**config.mk**
```make
export PLATFORM = sky130hd
export DESIGN_NAME = fsr_status_regs
export DESIGN_NICKNAME = d
export VERILOG_FILES = /design/src/design/fsr_pkg.sv /design/src/design/fsr_sync.sv /design/src/design/fsr_status_regs.sv
export SDC_FILE = /design/constraint.sdc
export NUM_CORES = 1
export LEC_CHECK = 0
export ABC_AREA = 1
export BUFFER_PORTS_ARGS = -buffer_cell sky130_fd_sc_hd__buf_4
export CORE_ASPECT_RATIO = 0.7
export CORE_MARGIN = 4
export CORE_UTILIZATION = 55
export DETAILED_ROUTE_END_ITERATION = 6
export GPL_ROUTABILITY_DRIVEN = 0
export PLACE_DENSITY_LB_ADDON = 0.05
export SYNTH_ARGS = -nofsm -noshare
export SYNTH_HDL_FRONTEND = slang
export SYNTH_HIERARCHICAL = 1
export SYNTH_SLANG_ARGS = --single-unit
```
**constraint.sdc**
```tcl
create_clock -name clk -period 4.3 [get_ports clk]
set_clock_uncertainty 0.1 [all_clocks]
set_input_delay 0.86 -clock clk [delete_from_list [all_inputs] [get_ports clk]]
set_output_delay 0.86 -clock clk [all_outputs]
set_load 0.01 [all_outputs]
```
**src/design/fsr_pkg.sv**
```systemverilog
package fsr_pkg;

    // opcodes
    localparam logic [7:0] OP_READ_SR1 = 8'h05;
    localparam logic [7:0] OP_READ_SR2 = 8'h35;
    localparam logic [7:0] OP_READ_SR3 = 8'h15;
    localparam logic [7:0] OP_WRITE_SR1 = 8'h01;
    localparam logic [7:0] OP_WRITE_SR2 = 8'h31;
    localparam logic [7:0] OP_WRITE_SR3 = 8'h11;
    localparam logic [7:0] OP_WRITE_EN = 8'h06;
    localparam logic [7:0] OP_WRITE_DIS = 8'h04;
    localparam logic [7:0] OP_PAGE_PROG = 8'h02;
    localparam logic [7:0] OP_ERASE_4K = 8'h20;
    localparam logic [7:0] OP_ERASE_32K = 8'h52;
    localparam logic [7:0] OP_ERASE_64K = 8'hd8;
    localparam logic [7:0] OP_CHIP_ERASE_A = 8'h60;
    localparam logic [7:0] OP_CHIP_ERASE_B = 8'hc7;
    localparam logic [7:0] OP_SEC_PROG = 8'h42;
    localparam logic [7:0] OP_SEC_ERASE = 8'h44;

    // bit positions, first status register
    localparam int SR1_GUARD_LOWER = 7;
    localparam int SR1_BP_LSB = 2;
    localparam int SR1_WEL = 1;
    localparam int SR1_BUSY = 0;
    // bit positions, second status register
    localparam int SR2_ERASE_SUS = 7;
    localparam int SR2_COMPLEMENT = 6;
    localparam int SR2_LOCK_LSB = 3;
    localparam int SR2_PROG_SUS = 2;
    localparam int SR2_QUAD = 1;
    localparam int SR2_GUARD_UPPER = 0;
    // bit positions, third status register
    localparam int SR3_DRV_LSB = 5;

    // values after reset
    localparam logic [1:0] DRV_RESET = 2'h3;
    localparam logic [4:0] BP_RESET = 5'h00;
    localparam logic [2:0] LOCK_RESET = 3'h0;
    // idle pin levels {cs_n, sck, si, wp_n}
    localparam logic [3:0] PINS_IDLE = 4'h9;

    // frame geometry: exactly opcode plus one data byte for a status write
    localparam logic [2:0] WSR_BYTES = 3'h2;

    // self-timed status write cycle
    localparam int CLK_MHZ = 250;
    localparam int WSR_TIME_NS = 2000;
    localparam int WSR_CYCLES = (WSR_TIME_NS * CLK_MHZ) / 1000;
    localparam int WSR_CW = 12;

    typedef struct packed {
        logic protect_granularity_select;
        logic protect_top_bottom_select;
        logic protect_amount_2;
        logic protect_amount_1;
        logic protect_amount_0;
    } fsr_bp_s;

    typedef struct packed {
        logic status_guard_upper;
        logic status_guard_lower;
        fsr_bp_s bp;
        logic protect_complement;
        logic otp_page_lock_c;
        logic otp_page_lock_b;
        logic otp_page_lock_a;
        logic quad_io_enable;
        logic [1:0] output_drive_level;
    } fsr_cfg_s;

    typedef struct packed {
        logic cs_n;
        logic sck;
        logic si;
        logic wp_n;
    } fsr_pins_s;

endpackage

```
**src/design/fsr_sync.sv**
```systemverilog
`timescale 1ns/1ps
module fsr_sync #(
    parameter int W = 4,
    parameter logic [W-1:0] INIT = '0
) (
    input wire logic clk,
    input wire logic rst_n,
    input wire logic [W-1:0] d,
    output logic [W-1:0] q
);
    // first stage feeds only the second stage; reset to the idle pin level
    // so no false edge follows reset
    genvar i;
    for (i = 0; i < W; i++) begin : g_bit
        logic meta_bit_reg;
        logic out_bit_reg;
        always_ff @(posedge clk or negedge rst_n) begin
            if (!rst_n) begin
                meta_bit_reg <= INIT[i];
                out_bit_reg <= INIT[i];
            end else begin
                meta_bit_reg <= d[i];
                out_bit_reg <= meta_bit_reg;
            end
        end
        assign q[i] = out_bit_reg;
    end
endmodule

```
**src/design/fsr_status_regs.sv**
```systemverilog
`timescale 1ns/1ps
// Behaviour
// opcode 15h streams third status register
// after bit 0, restart at bit 7
// every repeat shows live register values
// chip select high ends read, output floats
// bit 7 second register: erase suspended
// bit 6: complement inverts protected region
// bits 5:3 lock security pages, sticky
// program suspended flag, read only
// quad enable turns hold, wp into data
// status writes skip read-only flag bits
// drive level bits 6:5, reset 11
// guards 00: write needs write-enable latch
// guards 01: low wp locks writes
// guards 10: locked until power cycle
// block-protect fields: granularity, side, amount
// latch clear: program, erase, write ignored
// latch zero after power-up or reset
// latch clears when gated operations end
// incomplete opcode abort keeps the latch
// busy flag high during self-timed work
// host polls busy within one read
// opcode 35h streams second status register
// first register: bit1 latch, bit0 busy
// status write needs exactly 16 bits
// msb first, changes on falling clock
// reserved third-register bits read zero
module fsr_status_regs (
    input wire logic clk,
    input wire logic rst_n,
    input wire logic cs_n,
    input wire logic sck,
    input wire logic si,
    input wire logic wp_n,
    input wire logic core_busy,
    input wire logic erase_suspended_flag,
    input wire logic program_suspended_flag,
    output logic so,
    output logic so_oe,
    output logic op_start,
    output logic [7:0] op_code,
    output fsr_pkg::fsr_cfg_s cfg
);
    typedef struct packed {
        logic so;
        logic so_oe;
        logic cs_d;
        logic sck_d;
        logic core_busy_d;
        logic [7:0] shift;
        logic [7:0] cmd;
        logic [2:0] phase;
        logic [2:0] byte_idx;
        logic [3:0] page;
        logic [7:0] data;
        logic write_enable_latch;
        logic wsr_busy;
        logic [fsr_pkg::WSR_CW-1:0] wsr_cnt;
        logic op_start;
        logic [7:0] op_code;
        fsr_pkg::fsr_cfg_s cfg;
    } fsr_state_s;

    fsr_state_s r_reg, r_next;
    fsr_pkg::fsr_pins_s pins;
    logic rst_meta_reg, rst_sync_n;

    always_ff @(posedge clk or negedge rst_n) begin
        if (!rst_n) begin
            rst_meta_reg <= 1'b0;
            rst_sync_n <= 1'b0;
        end else begin
            rst_meta_reg <= 1'b1;
            rst_sync_n <= rst_meta_reg;
        end
    end

    fsr_sync #(.W(4), .INIT(fsr_pkg::PINS_IDLE)) u_sync (
        .clk(clk),
        .rst_n(rst_sync_n),
        .d({cs_n, sck, si, wp_n}),
        .q(pins)
    );

    function automatic logic is_gated_op(input logic [7:0] c);
        is_gated_op = (c == fsr_pkg::OP_PAGE_PROG) || (c == fsr_pkg::OP_ERASE_4K)
            || (c == fsr_pkg::OP_ERASE_32K) || (c == fsr_pkg::OP_ERASE_64K)
            || (c == fsr_pkg::OP_CHIP_ERASE_A) || (c == fsr_pkg::OP_CHIP_ERASE_B)
            || (c == fsr_pkg::OP_SEC_PROG) || (c == fsr_pkg::OP_SEC_ERASE);
    endfunction

    function automatic logic is_wsr_op(input logic [7:0] c);
        is_wsr_op = (c == fsr_pkg::OP_WRITE_SR1) || (c == fsr_pkg::OP_WRITE_SR2)
            || (c == fsr_pkg::OP_WRITE_SR3);
    endfunction

    logic busy, wp_eff, cs_rise, sck_rise, sck_fall, core_fall, frame_on;
    logic wsr_allowed, page_locked, live_bit;
    logic [7:0] sr1, sr2, sr3, new_byte;

    // quad mode turns wp into a data line, so it no longer guards
    assign wp_eff = r_reg.cfg.quad_io_enable | pins.wp_n;
    assign busy = r_reg.wsr_busy | core_busy;
    assign frame_on = !pins.cs_n;
    assign cs_rise = pins.cs_n & !r_reg.cs_d;
    assign sck_rise = frame_on & pins.sck & !r_reg.sck_d;
    assign sck_fall = frame_on & !pins.sck & r_reg.sck_d;
    assign core_fall = r_reg.core_busy_d & !core_busy;
    assign new_byte = {r_reg.shift[6:0], pins.si};

    // registers are assembled live from the stored bits and the busy and suspend flag inputs each time
    always_comb begin
        sr1 = '0;
        sr1[fsr_pkg::SR1_GUARD_LOWER] = r_reg.cfg.status_guard_lower;
        sr1[fsr_pkg::SR1_BP_LSB +: 5] = r_reg.cfg.bp;
        sr1[fsr_pkg::SR1_WEL] = r_reg.write_enable_latch;
        sr1[fsr_pkg::SR1_BUSY] = busy;
        sr2 = '0;
        sr2[fsr_pkg::SR2_ERASE_SUS] = erase_suspended_flag;
        sr2[fsr_pkg::SR2_COMPLEMENT] = r_reg.cfg.protect_complement;
        sr2[fsr_pkg::SR2_LOCK_LSB +: 3] = {r_reg.cfg.otp_page_lock_c,
            r_reg.cfg.otp_page_lock_b, r_reg.cfg.otp_page_lock_a};
        sr2[fsr_pkg::SR2_PROG_SUS] = program_suspended_flag;
        sr2[fsr_pkg::SR2_QUAD] = r_reg.cfg.quad_io_enable;
        sr2[fsr_pkg::SR2_GUARD_UPPER] = r_reg.cfg.status_guard_upper;
        sr3 = '0;
        sr3[fsr_pkg::SR3_DRV_LSB +: 2] = r_reg.cfg.output_drive_level;
    end

    always_comb begin
        unique case (r_reg.cmd)
            fsr_pkg::OP_READ_SR1: live_bit = sr1[~r_reg.phase];
            fsr_pkg::OP_READ_SR2: live_bit = sr2[~r_reg.phase];
            fsr_pkg::OP_READ_SR3: live_bit = sr3[~r_reg.phase];
            default: live_bit = 1'b0;
        endcase
    end

    always_comb begin
        unique case ({r_reg.cfg.status_guard_upper, r_reg.cfg.status_guard_lower})
            2'b00: wsr_allowed = 1'b1;
            2'b01: wsr_allowed = wp_eff;
            default: wsr_allowed = 1'b0;
        endcase
    end

    always_comb begin
        unique case (r_reg.page)
            4'h1: page_locked = r_reg.cfg.otp_page_lock_a;
            4'h2: page_locked = r_reg.cfg.otp_page_lock_b;
            4'h3: page_locked = r_reg.cfg.otp_page_lock_c;
            default: page_locked = 1'b0;
        endcase
    end

    logic rd_cmd;
    assign rd_cmd = (r_reg.cmd == fsr_pkg::OP_READ_SR1) || (r_reg.cmd == fsr_pkg::OP_READ_SR2)
        || (r_reg.cmd == fsr_pkg::OP_READ_SR3);

    always_comb begin
        r_next = r_reg;
        r_next.cs_d = pins.cs_n;
        r_next.sck_d = pins.sck;
        r_next.core_busy_d = core_busy;
        r_next.op_start = 1'b0;
        if (pins.cs_n) begin
            r_next.so_oe = 1'b0;
            r_next.phase = '0;
            r_next.byte_idx = '0;
        end
        if (sck_rise) begin
            r_next.shift = new_byte;
            r_next.phase = r_reg.phase + 3'h1;
            if (r_reg.phase == 3'h7) begin
                if (r_reg.byte_idx != 3'h7) begin
                    r_next.byte_idx = r_reg.byte_idx + 3'h1;
                end
                if (r_reg.byte_idx == 3'h0) begin
                    r_next.cmd = new_byte;
                end
                if (r_reg.byte_idx == 3'h1) begin
                    r_next.data = new_byte;
                end
                if (r_reg.byte_idx == 3'h2) begin
                    r_next.page = new_byte[7:4];
                end
            end
        end
        // output bit changes on the falling edge so the host samples it on rising
        if (sck_fall && rd_cmd && r_reg.byte_idx != 3'h0) begin
            r_next.so = live_bit;
            r_next.so_oe = 1'b1;
        end
        if (core_fall) begin
            r_next.write_enable_latch = 1'b0;
        end
        if (r_reg.wsr_busy) begin
            if (r_reg.wsr_cnt == fsr_pkg::WSR_CW'(fsr_pkg::WSR_CYCLES - 1)) begin
                r_next.wsr_busy = 1'b0;
                r_next.write_enable_latch = 1'b0;
            end else begin
                r_next.wsr_cnt = r_reg.wsr_cnt + fsr_pkg::WSR_CW'(1);
            end
        end
        // a frame shorter than one opcode never touches the latch
        if (cs_rise && r_reg.byte_idx != 3'h0) begin
            if (r_reg.cmd == fsr_pkg::OP_WRITE_EN && !busy) begin
                r_next.write_enable_latch = 1'b1;
            end else if (r_reg.cmd == fsr_pkg::OP_WRITE_DIS && !busy) begin
                r_next.write_enable_latch = 1'b0;
            end else if (is_wsr_op(r_reg.cmd) && r_reg.write_enable_latch) begin
                if (r_reg.byte_idx == fsr_pkg::WSR_BYTES && r_reg.phase == 3'h0
                    && wsr_allowed && !busy) begin
                    r_next.wsr_busy = 1'b1;
                    r_next.wsr_cnt = '0;
                    unique case (r_reg.cmd)
                        fsr_pkg::OP_WRITE_SR1: begin
                            r_next.cfg.status_guard_lower =
                                r_reg.data[fsr_pkg::SR1_GUARD_LOWER];
                            r_next.cfg.bp = r_reg.data[fsr_pkg::SR1_BP_LSB +: 5];
                        end
                        fsr_pkg::OP_WRITE_SR2: begin
                            r_next.cfg.protect_complement =
                                r_reg.data[fsr_pkg::SR2_COMPLEMENT];
                            // lock bits are one-time: a written 0 cannot undo a 1
                            r_next.cfg.otp_page_lock_c = r_reg.cfg.otp_page_lock_c
                                | r_reg.data[fsr_pkg::SR2_LOCK_LSB + 2];
                            r_next.cfg.otp_page_lock_b = r_reg.cfg.otp_page_lock_b
                                | r_reg.data[fsr_pkg::SR2_LOCK_LSB + 1];
                            r_next.cfg.otp_page_lock_a = r_reg.cfg.otp_page_lock_a
                                | r_reg.data[fsr_pkg::SR2_LOCK_LSB];
                            r_next.cfg.quad_io_enable = r_reg.data[fsr_pkg::SR2_QUAD];
                            r_next.cfg.status_guard_upper =
                                r_reg.data[fsr_pkg::SR2_GUARD_UPPER];
                        end
                        default: begin
                            r_next.cfg.output_drive_level =
                                r_reg.data[fsr_pkg::SR3_DRV_LSB +: 2];
                        end
                    endcase
                end else begin
                    r_next.write_enable_latch = 1'b0;
                end
            end else if (is_gated_op(r_reg.cmd) && r_reg.write_enable_latch) begin
                if (!busy && !(r_reg.cmd == fsr_pkg::OP_SEC_PROG && page_locked)
                    && !(r_reg.cmd == fsr_pkg::OP_SEC_ERASE && page_locked)) begin
                    r_next.op_start = 1'b1;
                    r_next.op_code = r_reg.cmd;
                end else begin
                    r_next.write_enable_latch = 1'b0;
                end
            end
        end
    end

    always_ff @(posedge clk or negedge rst_sync_n) begin
        if (!rst_sync_n) begin
            r_reg <= '0;
            r_reg.cs_d <= 1'b1;
            r_reg.cfg.bp <= fsr_pkg::BP_RESET;
            r_reg.cfg.output_drive_level <= fsr_pkg::DRV_RESET;
            // power cycle drops a lock-down back to guards 00
            r_reg.cfg.status_guard_upper <= 1'b0;
            r_reg.cfg.status_guard_lower <= 1'b0;
            r_reg.cfg.otp_page_lock_a <= fsr_pkg::LOCK_RESET[0];
        end else begin
            r_reg <= r_next;
        end
    end

    assign so = r_reg.so;
    assign so_oe = r_reg.so_oe;
    assign op_start = r_reg.op_start;
    assign op_code = r_reg.op_code;
    assign cfg = r_reg.cfg;
endmodule

```
# [Word-level counts from Yosys, hierarchy flattened]
# Cells that the tools add are included.
[totals] regBits=85 inputBits=9 output_inout_bits=25 wordCells=172
[op_classes] add_sub_neg=3 magnitude_cmp=1 n_eq_ne=25 mux=41 n_bitwise=16 reduce_logical=47
[ops] operator="36-bit two-way mux" count=2
[ops] operator="14-bit two-way mux" count=3
[ops] operator="37-bit two-way mux" count=1
[ops] operator="8-bit by 7-bit equality test with 1-bit output (second input constant)" count=4
[ops] operator="9-bit two-way mux" count=3
[ops] operator="13-bit two-way mux" count=2
[ops] operator="8-bit by 3-bit equality test with 1-bit output (second input constant)" count=3
[ops] operator="8-bit by 6-bit equality test with 1-bit output (second input constant)" count=3
[ops] operator="6-bit AND reduction" count=4
[ops] operator="18-bit two-way mux" count=1
[ops] operator="8-bit by 5-bit equality test with 1-bit output (second input constant)" count=2
[ops] operator="8-bit equality test (second input constant)" count=2
[ops] operator="15-bit two-way mux" count=1
[ops] operator="1-bit logical AND" count=14
[ops] operator="1-bit two-way mux" count=13
[ops] operator="12-bit by 1-bit adder with 12-bit output (second input constant)" count=1
[ops] operator="12-bit by 9-bit equality test with 1-bit output (second input constant)" count=1
[ops] operator="12-bit two-way mux" count=1
[ops] operator="6-bit two-way mux" count=2
[ops] operator="1-bit logical OR" count=11
[ops] operator="1-bit binary-select mux with 3-bit select" count=3
[ops] operator="3-bit AND reduction" count=3
[ops] operator="4-bit by 2-bit equality test with 1-bit output (second input constant)" count=2
[ops] operator="8-bit by 1-bit equality test with 1-bit output (second input constant)" count=1
[ops] operator="other kinds (26)" count=50

# [Logic depth before layout (Yosys ltp)]
[depth] depth_word=14 depth_mapped=15 ltp_nobuf=14

# [Hierarchy]
# Netlist, hierarchy kept.
[modules_own_cells] module="fsr_status_regs" n_inst=1 cells_per_inst=468 area_per_inst_um2=3873.7 seq_area_each_um2=1930.6
[modules_own_cells] module="fsr_sync" n_inst=1 cells_per_inst=12 area_per_inst_um2=235.2 seq_area_each_um2=205.2

# [Worst setup path after synthesis]
# No wires, ideal clock.
[synth_path] kind="input-to-reg" from="input core_busy" to="register r_reg, in the netlist op_code[6]" setup_time_ps=117 t_arrival_ps=1835 required_time_ps=4083 slack_ps=2247 stages=12 n_path_buf=1 path_cell_list="inv_1 -> nand2_1 -> nor3_2 -> nor2_2 -> inv_2 -> nor2_2 -> nand2_1 -> nor2_2 -> nand2_2 -> buf_6 -> nand2_1 -> o21ai_2"
[synth_between] elab_chain_len=5 word_cells_on_any_way=9 cone_classes="bitwise (3); reduce/logical (6)"
[synth_rtl] element="from (decl)" line_no="fsr_status_regs.sv:36" rtl="input wire logic core_busy,"
[synth_rtl] element="1-bit bitwise OR (*)" line_no="fsr_status_regs.sv:104" rtl="assign busy = r_reg.wsr_busy | core_busy;"
[synth_rtl] element="1-bit zero test (*)" line_no="fsr_status_regs.sv:208, fsr_status_regs.sv:210, fsr_status_regs.sv:246"
[synth_rtl] element="1-bit logical AND (on tied branches)" line_no="fsr_status_regs.sv:246, fsr_status_regs.sv:208, fsr_status_regs.sv:210"
[synth_rtl] element="1-bit logical AND / 1-bit inverter (equally long branches)"
[synth_rtl] element="6-bit AND reduction (no line) (*)"
[synth_rtl] element="to (signal assigned)" line_no="fsr_status_regs.sv:268" rtl="r_reg <= r_next;"
[synth_rtl] element="to (decl)" line_no="fsr_status_regs.sv:65" rtl="fsr_state_s r_reg, r_next;"
# Every way passes the cells marked *; elsewhere a longest branch is shown, timed or not.
# A chain may end at the register's enable or synchronous reset.

# [Worst setup path after layout]
[layout_path] from="register r_reg[49] (netlist name)" to="register r_reg, in the netlist op_code[0]"
[layout_between] elab_chain_len=3
[layout_rtl] element="3-bit nonzero test" line_no="fsr_status_regs.sv:207" rtl="if (cs_rise && r_reg.byte_idx != 3'h0) begin"
[layout_rtl] element="1-bit logical AND" line_no="fsr_status_regs.sv:207"
[layout_rtl] element="6-bit AND reduction (no line)"
# No other way between the ends.

==> parameters.txt <==
Parameter                              Value

Worst setup path
  Type of the worst setup path ... reg2reg
  Reg2reg path depth ... 14
  Maximum cell stage delay along the critical path ... 420 ps
  Reg-to-Reg Start ... r_reg[49]$_DFF_PN0_
  Highest-delay cell along the critical path ... sky130_fd_sc_hd__dfrtp_1
  Reg2reg end ... op_code[0]$_DFFE_PN0P_
  Register-to-register setup slack ... 1980 ps
  Gate family responsible for the most delay along the worst path ... simple AND/OR/NAND/NOR gates
  Maximum fanout count along the critical path ... 17
  Critical path data required time ... 4440 ps
  Nature of the critical path startpoint ... register
  Arrival time at the worst endpoint ... 2460 ps
  Count of buffering cells on the critical path with inverters included ... 4
  Cell-by-cell listing of the critical path ... inv_1 -> ha_1 -> nand2_1 -> inv_2 -> nor3_2 -> inv_2 -> nor2_2 -> inv_2 -> nor2_2 -> nand2_1 -> nor2_2 -> nand2_2 -> nand2_1 -> o21ai_2
  Critical path capture point type ... register

Floorplan
  Chip width ... 111.3 um
  Number of placement rows ... 26
  Die Y-Extent ... 80.32 um
  Area of the core ... 7287 um^2
  Die footprint ... 8940 um^2
  Ports ... 34
  Starting density of the core ... 0.5639

GRT
  Number of antenna violations at the first check in global routing ... 0
  GR Layer Usage met3 ... 0.05196
  Met1 layer usage reported by global route ... 0.3200
  Overall overflow remaining after global route ... 0
  Met2 global-route usage ... 0.2942
  Total global-route track usage ... 0.2086
  Wire length of the first global-routing pass ... 14.56 mm
  Most congested layer reported by global routing ... met1
  Via count of the first global-routing pass ... 2913
  Pin count of the biggest net entering global routing ... 84

Logic synthesis
  Unique masters post-synth ... 32
  Per-instance average area after synthesis ... 8.560 um^2
  Async set-reset flop share out of synthesis ... 1.000
  Count of state elements after synthesis ... 85
  Share of the yosys chip area belonging to registers ... 0.5198
  Count of flip-flops with a built-in enable after synthesis ... 0
  Cells after synthesis ... 480
  Cell taking the most area after synthesis ... sky130_fd_sc_hd__dfrtp_1
  Leading cell types by total area after synthesis ... sky130_fd_sc_hd__dfrtp_1, sky130_fd_sc_hd__nand2_1, sky130_fd_sc_hd__inv_1, sky130_fd_sc_hd__o21ai_0, sky130_fd_sc_hd__buf_4
  Synth Warn # ... 6
  Ys flop type ... sky130_fd_sc_hd__dfrtp_1
  Share of Yosys cell area claimed by the top area cell type ... 0.4750
  Syn_nets ... 498
  Synthesized cell area ... 4109 um^2

Layout
  Most common cell after layout, fill and taps aside ... sky130_fd_sc_hd__nand2_1
  Flip-flop count of the largest register, all copies and words added ... 43
  Layout-stage area growth over the synthesis result ... 8.404%
  Share of layout cells above drive strength 1 ... 0.1791
  Cell area after layout ... 4454 um^2
  Layout net count ... 510
  Utilization of the core after routing ... 0.6113
  Leading cell types in the layout, fill and taps excluded ... sky130_fd_sc_hd__nand2_1, sky130_fd_sc_hd__dfrtp_1, sky130_fd_sc_hd__inv_1
  Antenna cell count ... 0

STA
  Post-Route Setup TNS ... 0 ps
  Minimum clock period ... 2318 ps
  Worst Setup Slack, final ... 1982 ps
  Hold violation count in the final report ... 0
  Final worst path period share ... 0.5390
  Number of failing setup endpoints in the final timing report ... 0
  Worst max-slew margin expressed relative to the limit ... 0.3072
  Fmax ... 0.4315 GHz
  Final slew viol count ... 0
  Setup repair after global routing missed its margin ... no
  Transition time at the pin with the least slew margin ... 1039 ps

Clocking
  Number of instances resized during post-cts repair ... 0
  TritonCTS Buffers ... 9
  Buffer count from post-CTS setup fixing ... 0
  Worst-path clk slew ... 90 ps
  Clock sink count ... 85
  CTS root buf ... sky130_fd_sc_hd__clkbuf_8
  # hold bufs at CTS ... 0
  Maximum level of the CTS H-tree ... 3
  Clock latency at the later pin of the worst-skew pair ... 350 ps
  TritonCTS clock tree ... yes
  Number of buffers on the longest clock path ... 2

Power
  Leak Pwr ... 0.002152 uW
  Power per unit of standard cell area ... 329.5 nW/um^2
  IR drop worst, VDD ... 0.0002798 V

Place
  Port Buffer Count ... 33
  Setup WS pre-CTS ... 1889 ps
  Area after detailed placement ... 4257 um^2
  HPWL reported at the end of detailed placement ... 6.512 mm

Route
  Drt total wl ... 8.614 mm
  Pre-antenna DRT Iters ... 5
  Via Count ... 3042
  Drt drc ... 0
  Post-route ant nets ... 0
  Via density per instance ... 5.113
  Average wire length per cell after detail routing ... 14.48 um
  Number of design-rule violations left by the first detailed-router iteration ... 295

Status
  Run status ... complete, no violations

Job
  Max-Cap Viols ... 0

Min path
  Class of the most critical hold timing path ... in2async
==> layout make-up <==
cell class,count,area (um^2)
inverter,68,260.3
sequential,85,2140
fill,676,2833
timing repair buffer,33,247.7
tap,98,122.6
clock inverter,7,73.82
multi-input combinational,295,1486
clock buffer,9,123.9
==> synth_stat cells, types with 2 or more instances <==
library cell               number
sky130_fd_sc_hd__nor2_1        38
sky130_fd_sc_hd__a31oi_1        3
sky130_fd_sc_hd__inv_1         60
sky130_fd_sc_hd__or2_2          2
sky130_fd_sc_hd__a21oi_1        9
sky130_fd_sc_hd__xor2_1         4
sky130_fd_sc_hd__o21ai_2        8
sky130_fd_sc_hd__dfstp_2        7
sky130_fd_sc_hd__nor2_2         4
sky130_fd_sc_hd__nor3_2         5
sky130_fd_sc_hd__ha_1           9
sky130_fd_sc_hd__o221ai_1       3
sky130_fd_sc_hd__o22ai_1        3
sky130_fd_sc_hd__nand4_1        5
sky130_fd_sc_hd__dfrtp_1       78
sky130_fd_sc_hd__nand2_1      109
sky130_fd_sc_hd__nor3_1         8
sky130_fd_sc_hd__xnor2_1        2
sky130_fd_sc_hd__inv_2          7
sky130_fd_sc_hd__clkbuf_1       4
sky130_fd_sc_hd__o21ai_1       10
sky130_fd_sc_hd__o21ai_0       43
sky130_fd_sc_hd__nand3_1       23
sky130_fd_sc_hd__buf_4         26
sky130_fd_sc_hd__nand2_2        3
==> per-layer routing <==
| metal | share of wire | vias up | wire length (um) |
|---|---|---|---|
| met1 | 0.52 | 1424 | 4476 |
| met4 | 0.0077 | 0 | 66 |
| met5 | 0 | - | 0 |
| met3 | 0.064 | 6 | 554 |
| li1 | - | 1531 | - |
| met2 | 0.41 | 81 | 3516 |
==> kinds of logic (layout without fill, tap and decap cells) <==
group	after synthesis	count (layout)	synth area share
fa+ha+maj	9	9	0.02741
buf+inv	100	117	0.1185
simple gates	200	200	0.2125
compound gates	79	79	0.1081
xor+xnor	6	6	0.01279
flops	85	85	0.5198
other cells	1	1	0.0009126
==> stage by stage <==
step                      power (uW)  hold slack, ps  cells
after global routing            1535           142.9    595
after detailed placement       915.3           240.5    579
after CTS                       1483           153.0    595
after global placement         915.1           233.1    579
final                           1468           167.7    595
after floorplan                889.7           231.2    480
==> power by group <==
group / internal (uW) / switching, uW
clock: 270 / 299
combinational: 16.2 / 34.9
sequential: 822 / 25.5
==> worst max path at each step <==
stage,from,endpoint,slack (ps),depth (start not counted)
final,r_reg[49]$_DFF_PN0_,op_code[0]$_DFFE_PN0P_,1980,14
after global routing,r_reg[72]$_DFF_PN0_,r_reg[39]$_DFFE_PN0P_,1760,6
after CTS,r_reg[49]$_DFF_PN0_,op_code[0]$_DFFE_PN0P_,2010,14
after detailed placement,core_busy,cfg[2]$_DFFE_PN0P_,1890,11
after global placement,core_busy,cfg[2]$_DFFE_PN0P_,1890,11
after floorplan,rst_sync_n$_DFF_PN0_,cfg[10]$_DFFE_PN0P_,1670,0
No activity file was read; power rests on OpenSTA's default activity.
